`src/rtl/sync_serial_irq_regs.vh`:
```
/*
 * Register map, field positions and reset values of the serial port
 * interrupt block.
 * Assumes a 32-bit register bus with one aligned word per register.
 */
`ifndef SYNC_SERIAL_IRQ_REGS_VH
`define SYNC_SERIAL_IRQ_REGS_VH

`define ADDR_W 8
`define DATA_W 32
`define FLAG_W 4

// Byte offsets
`define OFF_CLOCK_PRESCALE 8'h00
`define OFF_INTERRUPT_ENABLE 8'h04
`define OFF_RAW_STATUS 8'h08
`define OFF_MASKED_STATUS 8'h0C
`define OFF_INTERRUPT_CLEAR 8'h10
`define OFF_EVENT_STATUS 8'h14
`define OFF_EVENT_MASK 8'h18

// Flag positions, shared by enable, raw, masked and event registers
`define BIT_RX_OVERRUN 0
`define BIT_RX_TIMEOUT 1
`define BIT_RX_LEVEL 2
`define BIT_TX_LEVEL 3

`define PRESCALE_W 8
`define PRESCALE_RESET 8'h00
`define ENABLE_RESET 4'h0
`define RAW_RESET 4'h8
`define TX_LEVEL_RAW_RESET 1'h1
`define STICKY_RESET 2'h0
`define WSTRB_LOW_LANE 0
`define WSTRB_RESET 4'h0
`define EVENT_MASK_RESET 4'h0
`define FLAGS_CLEAR 4'h0

`define RESP_OKAY 2'h0
`define RESP_SLVERR 2'h2

`endif

```
`src/rtl/irq_flag_cell.v`:
```
/*
 * Bank of sticky flags: a set pulse raises a flag, a clear pulse drops it.
 * Assumes set and clear come from logic on the same clock.
 */
`timescale 1ns/1ns
module irq_flag_cell #(
    parameter WIDTH = 4,
    parameter [WIDTH-1:0] RESET_VALUE = {WIDTH{1'b0}}
) (
    input wire aclk,
    input wire aresetn,
    input wire [WIDTH-1:0] set,
    input wire [WIDTH-1:0] clear,
    output reg [WIDTH-1:0] flag_r
);

    // Set wins over a clear in the same cycle, so no event is lost
    always @(posedge aclk) begin
        if (!aresetn) begin
            flag_r <= RESET_VALUE;
        end else begin
            flag_r <= set | (flag_r & ~clear);
        end
    end

endmodule

```
`src/rtl/sync_serial_irq_enable.v`:
```
/*
 * Interrupt enable, raw and masked status logic of the synchronous serial
 * port, with an AXI4-Lite register slave and a read-to-clear event bank.
 * Assumes the condition inputs come from serial port logic on aclk.
 */
// Operation
// - Enable bit 3 gates the tx level interrupt, set while tx FIFO is low.
// - Enable bit 2 gates the rx level interrupt from the rx FIFO level.
// - Enable bit 1 gates the rx time-out interrupt for data left unread.
// - Enable bit 0 gates the rx overrun interrupt of a full rx FIFO.
// - Timeout and overrun flags hold until a write of 1 to their clear bit.
// - Masked flags sit at the raw bit positions and need their enable set.
`timescale 1ns/1ns
`include "sync_serial_irq_regs.vh"
module sync_serial_irq_enable (
    input wire aclk,
    input wire aresetn,
    input wire [`ADDR_W-1:0] s_axi_awaddr,
    input wire [2:0] s_axi_awprot,
    input wire s_axi_awvalid,
    output reg s_axi_awready,
    input wire [`DATA_W-1:0] s_axi_wdata,
    input wire [3:0] s_axi_wstrb,
    input wire s_axi_wvalid,
    output reg s_axi_wready,
    output reg [1:0] s_axi_bresp,
    output reg s_axi_bvalid,
    input wire s_axi_bready,
    input wire [`ADDR_W-1:0] s_axi_araddr,
    input wire [2:0] s_axi_arprot,
    input wire s_axi_arvalid,
    output reg s_axi_arready,
    output reg [`DATA_W-1:0] s_axi_rdata,
    output reg [1:0] s_axi_rresp,
    output reg s_axi_rvalid,
    input wire s_axi_rready,
    input wire tx_fifo_low,
    input wire rx_fifo_level,
    input wire rx_timeout_hit,
    input wire rx_overrun_hit,
    output reg [`PRESCALE_W-1:0] clock_prescale_r,
    output reg irq_r,
    output reg event_irq_r
);

    function word_hit;
        input [`ADDR_W-1:0] addr;
        input [`ADDR_W-1:0] offset;
        begin
            word_hit = (addr[`ADDR_W-1:2] == offset[`ADDR_W-1:2]);
        end
    endfunction

    function mapped;
        input [`ADDR_W-1:0] addr;
        begin
            mapped = word_hit(addr, `OFF_CLOCK_PRESCALE) |
                word_hit(addr, `OFF_INTERRUPT_ENABLE) |
                word_hit(addr, `OFF_RAW_STATUS) |
                word_hit(addr, `OFF_MASKED_STATUS) |
                word_hit(addr, `OFF_INTERRUPT_CLEAR) |
                word_hit(addr, `OFF_EVENT_STATUS) |
                word_hit(addr, `OFF_EVENT_MASK);
        end
    endfunction

    reg [`FLAG_W-1:0] interrupt_enable_r;
    reg [`FLAG_W-1:0] event_mask_r;
    reg tx_level_raw_flag_r;
    reg rx_level_raw_flag_r;
    reg [`FLAG_W-1:0] raw_prev_r;
    reg aw_held_r;
    reg w_held_r;
    reg [`ADDR_W-1:0] aw_addr_r;
    reg [`DATA_W-1:0] w_data_r;
    reg [3:0] w_strb_r;
    wire [1:0] sticky_flags;
    wire [`FLAG_W-1:0] event_status;
    wire [`FLAG_W-1:0] raw_flags;
    wire [`FLAG_W-1:0] masked_flags;
    wire [`FLAG_W-1:0] raw_rise;
    wire wr_fire;
    wire rd_fire;
    wire wr_low_byte;
    wire clear_hit;
    wire [1:0] sticky_clear;
    wire [`FLAG_W-1:0] event_clear;
    wire tx_level_masked_flag;
    wire rx_level_masked_flag;
    wire rx_timeout_masked_flag;
    wire rx_overrun_masked_flag;
    reg [`DATA_W-1:0] rd_word;

    assign wr_fire = aw_held_r & w_held_r & ~s_axi_bvalid;
    assign rd_fire = s_axi_arvalid & s_axi_arready;
    assign wr_low_byte = wr_fire & w_strb_r[`WSTRB_LOW_LANE];

    // Level conditions are sampled every cycle, whatever the enables say
    always @(posedge aclk) begin
        if (!aresetn) begin
            tx_level_raw_flag_r <= `TX_LEVEL_RAW_RESET;
            rx_level_raw_flag_r <= 1'b0;
        end else begin
            tx_level_raw_flag_r <= tx_fifo_low;
            rx_level_raw_flag_r <= rx_fifo_level;
        end
    end

    assign clear_hit = wr_low_byte &
        word_hit(aw_addr_r, `OFF_INTERRUPT_CLEAR);
    // Writing 0 to a clear bit leaves its flag alone
    assign sticky_clear = {w_data_r[`BIT_RX_TIMEOUT] & clear_hit,
        w_data_r[`BIT_RX_OVERRUN] & clear_hit};

    irq_flag_cell #(
        .WIDTH(2),
        .RESET_VALUE(`STICKY_RESET)
    ) u_sticky (
        .aclk(aclk),
        .aresetn(aresetn),
        .set({rx_timeout_hit, rx_overrun_hit}),
        .clear(sticky_clear),
        .flag_r(sticky_flags)
    );

    assign raw_flags = {tx_level_raw_flag_r, rx_level_raw_flag_r,
        sticky_flags};

    assign tx_level_masked_flag = raw_flags[`BIT_TX_LEVEL] &
        interrupt_enable_r[`BIT_TX_LEVEL];
    assign rx_level_masked_flag = raw_flags[`BIT_RX_LEVEL] &
        interrupt_enable_r[`BIT_RX_LEVEL];
    assign rx_timeout_masked_flag = raw_flags[`BIT_RX_TIMEOUT] &
        interrupt_enable_r[`BIT_RX_TIMEOUT];
    assign rx_overrun_masked_flag = raw_flags[`BIT_RX_OVERRUN] &
        interrupt_enable_r[`BIT_RX_OVERRUN];
    assign masked_flags = {tx_level_masked_flag, rx_level_masked_flag,
        rx_timeout_masked_flag, rx_overrun_masked_flag};

    // Event bank records each new raw assertion for read-to-clear polling
    always @(posedge aclk) begin
        if (!aresetn) begin
            raw_prev_r <= `RAW_RESET;
        end else begin
            raw_prev_r <= raw_flags;
        end
    end

    assign raw_rise = raw_flags & ~raw_prev_r;
    assign event_clear = (rd_fire & word_hit(s_axi_araddr,
        `OFF_EVENT_STATUS)) ? {`FLAG_W{1'b1}} : `FLAGS_CLEAR;

    irq_flag_cell #(
        .WIDTH(`FLAG_W),
        .RESET_VALUE(`FLAGS_CLEAR)
    ) u_events (
        .aclk(aclk),
        .aresetn(aresetn),
        .set(raw_rise),
        .clear(event_clear),
        .flag_r(event_status)
    );

    always @(posedge aclk) begin
        if (!aresetn) begin
            irq_r <= 1'b0;
            event_irq_r <= 1'b0;
        end else begin
            irq_r <= |masked_flags;
            event_irq_r <= |(event_status & event_mask_r);
        end
    end

    // Software-written registers
    always @(posedge aclk) begin
        if (!aresetn) begin
            clock_prescale_r <= `PRESCALE_RESET;
            interrupt_enable_r <= `ENABLE_RESET;
            event_mask_r <= `EVENT_MASK_RESET;
        end else if (wr_low_byte) begin
            if (word_hit(aw_addr_r, `OFF_CLOCK_PRESCALE)) begin
                clock_prescale_r <= w_data_r[`PRESCALE_W-1:0];
            end
            if (word_hit(aw_addr_r, `OFF_INTERRUPT_ENABLE)) begin
                interrupt_enable_r <= w_data_r[`FLAG_W-1:0];
            end
            if (word_hit(aw_addr_r, `OFF_EVENT_MASK)) begin
                event_mask_r <= w_data_r[`FLAG_W-1:0];
            end
        end
    end

    // Write channel: address and data are taken in either order
    always @(posedge aclk) begin
        if (!aresetn) begin
            s_axi_awready <= 1'b0;
            s_axi_wready <= 1'b0;
            s_axi_bvalid <= 1'b0;
            s_axi_bresp <= `RESP_OKAY;
            aw_held_r <= 1'b0;
            w_held_r <= 1'b0;
            aw_addr_r <= {`ADDR_W{1'b0}};
            w_data_r <= {`DATA_W{1'b0}};
            w_strb_r <= `WSTRB_RESET;
        end else begin
            if (s_axi_awvalid && s_axi_awready) begin
                aw_held_r <= 1'b1;
                aw_addr_r <= s_axi_awaddr;
                s_axi_awready <= 1'b0;
            end else if (!aw_held_r && !s_axi_bvalid) begin
                s_axi_awready <= 1'b1;
            end
            if (s_axi_wvalid && s_axi_wready) begin
                w_held_r <= 1'b1;
                w_data_r <= s_axi_wdata;
                w_strb_r <= s_axi_wstrb;
                s_axi_wready <= 1'b0;
            end else if (!w_held_r && !s_axi_bvalid) begin
                s_axi_wready <= 1'b1;
            end
            if (wr_fire) begin
                aw_held_r <= 1'b0;
                w_held_r <= 1'b0;
                s_axi_bvalid <= 1'b1;
                s_axi_bresp <= mapped(aw_addr_r) ? `RESP_OKAY
                    : `RESP_SLVERR;
            end else if (s_axi_bvalid && s_axi_bready) begin
                s_axi_bvalid <= 1'b0;
            end
        end
    end

    // Read mux; the clear register is write-only and reads zero
    always @* begin
        rd_word = {`DATA_W{1'b0}};
        if (word_hit(s_axi_araddr, `OFF_CLOCK_PRESCALE)) begin
            rd_word[`PRESCALE_W-1:0] = clock_prescale_r;
        end else if (word_hit(s_axi_araddr, `OFF_INTERRUPT_ENABLE)) begin
            rd_word[`FLAG_W-1:0] = interrupt_enable_r;
        end else if (word_hit(s_axi_araddr, `OFF_RAW_STATUS)) begin
            rd_word[`FLAG_W-1:0] = raw_flags;
        end else if (word_hit(s_axi_araddr, `OFF_MASKED_STATUS)) begin
            rd_word[`FLAG_W-1:0] = masked_flags;
        end else if (word_hit(s_axi_araddr, `OFF_EVENT_STATUS)) begin
            rd_word[`FLAG_W-1:0] = event_status;
        end else if (word_hit(s_axi_araddr, `OFF_EVENT_MASK)) begin
            rd_word[`FLAG_W-1:0] = event_mask_r;
        end
    end

    // One read at a time; arready drops until the data is taken
    always @(posedge aclk) begin
        if (!aresetn) begin
            s_axi_arready <= 1'b0;
            s_axi_rvalid <= 1'b0;
            s_axi_rdata <= {`DATA_W{1'b0}};
            s_axi_rresp <= `RESP_OKAY;
        end else begin
            if (rd_fire) begin
                s_axi_arready <= 1'b0;
                s_axi_rvalid <= 1'b1;
                s_axi_rdata <= rd_word;
                s_axi_rresp <= mapped(s_axi_araddr) ? `RESP_OKAY
                    : `RESP_SLVERR;
            end else if (s_axi_rvalid && s_axi_rready) begin
                s_axi_rvalid <= 1'b0;
            end else if (!s_axi_rvalid) begin
                s_axi_arready <= 1'b1;
            end
        end
    end

endmodule

```
`config.mk`:
```
export PLATFORM = sky130hd
export DESIGN_NAME = sync_serial_irq_enable
export DESIGN_NICKNAME = d
export VERILOG_FILES = /design/src/rtl/irq_flag_cell.v /design/src/rtl/sync_serial_irq_enable.v
export VERILOG_INCLUDE_DIRS = /design/src /design/src/rtl
export SDC_FILE = /design/constraint.sdc
export NUM_CORES = 1
export LEC_CHECK = 0
export BUFFER_PORTS_ARGS = -buffer_cell sky130_fd_sc_hd__buf_2
export CAP_MARGIN = 10
export CORE_ASPECT_RATIO = 0.75
export CORE_MARGIN = 2
export CORE_UTILIZATION = 35
export CTS_CLUSTER_SIZE = 10
export DETAILED_ROUTE_END_ITERATION = 12
export GPL_ROUTABILITY_DRIVEN = 0
export GPL_TIMING_DRIVEN = 0
export SLEW_MARGIN = 5
export SYNTH_ARGS = -nofsm -noshare
export SYNTH_HDL_FRONTEND = slang
export SYNTH_SLANG_ARGS = --single-unit
```
`constraint.sdc`:
```
create_clock -name aclk -period 1.9 [get_ports aclk]
set_input_delay 0.095 -clock aclk [delete_from_list [all_inputs] [get_ports aclk]]
set_output_delay 0.095 -clock aclk [all_outputs]
set_load 0.05 [all_outputs]
```
==> impl_metrics.env <==
export IMPL_startpoint="s_axi_bvalid$_SDFFE_PN0P_"
export IMPL_synth_top_area_frac=0.461
export IMPL_io_buffer_count=54
export IMPL_antenna_found_initial=0
export IMPL_status="complete, no violations"
export IMPL_power_density_nw_per_um2=819
export IMPL_fin_crit_ns=1.50
export IMPL_clk_latency_ns=0.33
export IMPL_nets=467
export IMPL_hp_class="in -> reg"
export IMPL_drc_errors=0
export IMPL_clkTransAtPathRegs_ns=0.07
export IMPL_hpwl_mm=4.77
export IMPL_slew_headroom=0.588
export IMPL_grt_max_degree=11
export IMPL_fin_setup_tns_ns=0
export IMPL_core_area_um2=7400
export IMPL_worst_r2r_setup_slack_ns=0.40
export IMPL_dp_cells=484
export IMPL_rsz0062_at_grt="false"
export IMPL_worst_pin_slew_ns=0.618
export IMPL_yosysMostFrequentCell="dfxtp_1"
export IMPL_cts_sinks=62
export IMPL_end_kind="register"
export IMPL_slew_violations=0
export IMPL_worst_r2r_path_depth=5
export IMPL_stdcell_count=504
export IMPL_cts_buffers_inserted=9
export IMPL_grt_overflow=0
export IMPL_final_area_um2=3390
export IMPL_cts_root_buffer="clkbuf_8"
export IMPL_vias_per_cell=4.52
export IMPL_fin_ws_ns=0.395
export IMPL_ys_top_cells_by_area="dfxtp_1 (46%), buf_4 (7.2%), nand2_1 (6.6%)"
export IMPL_htree_levels=3
export IMPL_placedInstanceArea_um2=3180
export IMPL_dp_slack_ns=0.403
export IMPL_ctsResizeCount=0
export IMPL_rows=27
export IMPL_dieArea_um2=8420
export IMPL_wl_mm=6.25
export IMPL_fmaxAchievable_mhz=665
export IMPL_yosys_area_top_type="dfxtp_1"
export IMPL_synthArstFlopShare=0
export IMPL_vias=2280
export IMPL_start_util=0.364
export IMPL_fin_worst_skew_ns=0.00941
export IMPL_wl_per_cell_um=12.4
export IMPL_layout_drive_gt1_share=0.261
export IMPL_ant_nets=0
export IMPL_required_ns=2.11
export IMPL_critPathKind="reg -> reg"
export IMPL_drt_iter0_drc=78
export IMPL_start_kind="register"
export IMPL_cap_violations=0
export IMPL_synth_ff_latch_count=62
export IMPL_grt_usage=0.156
export IMPL_dieHeight_um=80.0
export IMPL_detail_route_first_pass_iterations=4
export IMPL_cts_buffer_depth=2
export IMPL_hold_viol=0
export IMPL_synth_edf_count=0
export IMPL_grt_pass1_wl_mm=10.1
export IMPL_setup_violations=0
export IMPL_area_growth_synth_to_final_pct=25.9
export IMPL_synthCells=304
export IMPL_max_vdd_ir_drop_uv=307
export IMPL_finalCoreUtilization=0.458
export IMPL_yosysWarnings=0
export IMPL_timing_hold_ws_ns=0.0188
export IMPL_power_total_mw=2.78
export IMPL_fin_crit_sh=0.792
export IMPL_avgSynthCellArea_um2=8.86
export IMPL_yosys_most_used_dff="dfxtp_1"
export IMPL_cts_tree="built"
export IMPL_yosysSeqAreaShare=0.461
export IMPL_worstPathArrival_ns=1.72
export IMPL_rr_endpoint="clock_prescale_r[6]$_SDFFE_PN0P_"
export IMPL_syn_area_um2=2690
export IMPL_die_w_um=105
export IMPL_io_pins=120
export IMPL_antenna_cells=0
export IMPL_path_max_fanout=10
export IMPL_grt_pass1_vias=2100
export IMPL_yosys_top_cells_count="dfxtp_1 (62), nand2_1 (47), nand3_1 (29), buf_4 (26), a21boi_0 (19)"
export IMPL_rr_startpoint="s_axi_bvalid$_SDFFE_PN0P_"
export IMPL_p_leak_nw=1.47
export IMPL_crit_end="clock_prescale_r[6]$_SDFFE_PN0P_"
export IMPL_ys_types=37
[report_power, final]
part / internal (mW) / switching (mW) / total (mW)
Sequential: 1.35 / 0.0357 / 1.38
Clock: 0.503 / 0.480 / 0.982
Combinational: 0.134 / 0.278 / 0.412
[state kept, by name, summed over array words and instances (netlist names), 2 cells and up]
name                flops
aw_addr_r               6
interrupt_enable_r      4
u_sticky.flag_r         2
clock_prescale_r        8
event_mask_r            4
u_events.flag_r         4
w_data_r                8
s_axi_rdata             8
raw_prev_r              4
[timing repair]
item / 4_1_cts / 5_1_grt
setup buffers: 0 / 0
hold buffers: 4 / 0
hold endpoints to repair: 4 / 0
[worst max-delay path: stages, from the launching register on]
cell and delay [ns]:
dfxtp_1 0.35, and3b_1 0.30, nand4_1 0.28, buf_2 0.29, nand3_1 0.09, o21ai_1 0.08
[layout by cell type (no fill, tap or decap), drive strengths merged]
cell type	synthesis	routed
nand3	29	29
nand3b	1	1
and3	2	2
nor3b	1	1
o21ai	15	15
and2	6	6
nor2	3	3
dlygate4sd3	0	4
nor3	5	5
o211ai	4	4
conb	1	26
a221oi	4	4
a2bb2oi	4	4
and3b	1	1
nand2b	3	3
nand4	3	3
a21oi	3	3
o311ai	4	4
a22oi	8	8
o211a	2	2
mux2i	4	4
dfxtp	62	62
inv	11	11
clkinvlp	0	1
o21a	2	2
a21boi	23	23
a31oi	3	3
nor2b	8	8
clkinv	0	3
buf	29	83
or4	1	1
clkbuf	12	24
nand2	47	47
nor4b	3	3
[metal layers]
layer	vias to the layer above	track usage	part of all wire
li1	1205	-	-
met1	1011	0.205	0.50
met2	58	0.235	0.43
met3	6	0.0506	0.058
met4	0	0.0627	0.011
met5	-	0	0
[layout make-up]
cell class	count	area [um^2]
clock inverters	4	22.5
flip-flops and latches	62	1240
well taps	101	126
repair buffers	58	310
inverters	11	41.3
multi-input cells	215	1250
fillers	760	4010
clock buffers	12	145
plain buffers	41	256
[cells by family (layout without fill, tap and decap cells)]
group	count (synthesis)	count (layout)	share of synthesized area
buffers and inverters	52	126	0.111
muxes	4	4	0.0149
AOI/OAI and AO/OA	72	72	0.199
other	1	26	0.00139
and+or+nand+nor	113	113	0.213
DFF	62	62	0.461
[how the worst min path moves through the flow]
stage               slack, ns                              to             from  depth (start not counted)
global placement         0.30  tx_level_raw_flag_r$_SDFF_PN1_      tx_fifo_low                          2
finish                   0.02       aw_addr_r[6]$_SDFFE_PN0P_  s_axi_awaddr[6]                          3
floorplan                0.20  tx_level_raw_flag_r$_SDFF_PN1_      tx_fifo_low                          1
detailed placement       0.30  tx_level_raw_flag_r$_SDFF_PN1_      tx_fifo_low                          2
global route            0.002        w_data_r[5]$_SDFFE_PN0P_   s_axi_wdata[5]                          3
CTS                     0.003        w_data_r[3]$_SDFFE_PN0P_   s_axi_wdata[3]                          3
Power figures use the tool's default switching activity.
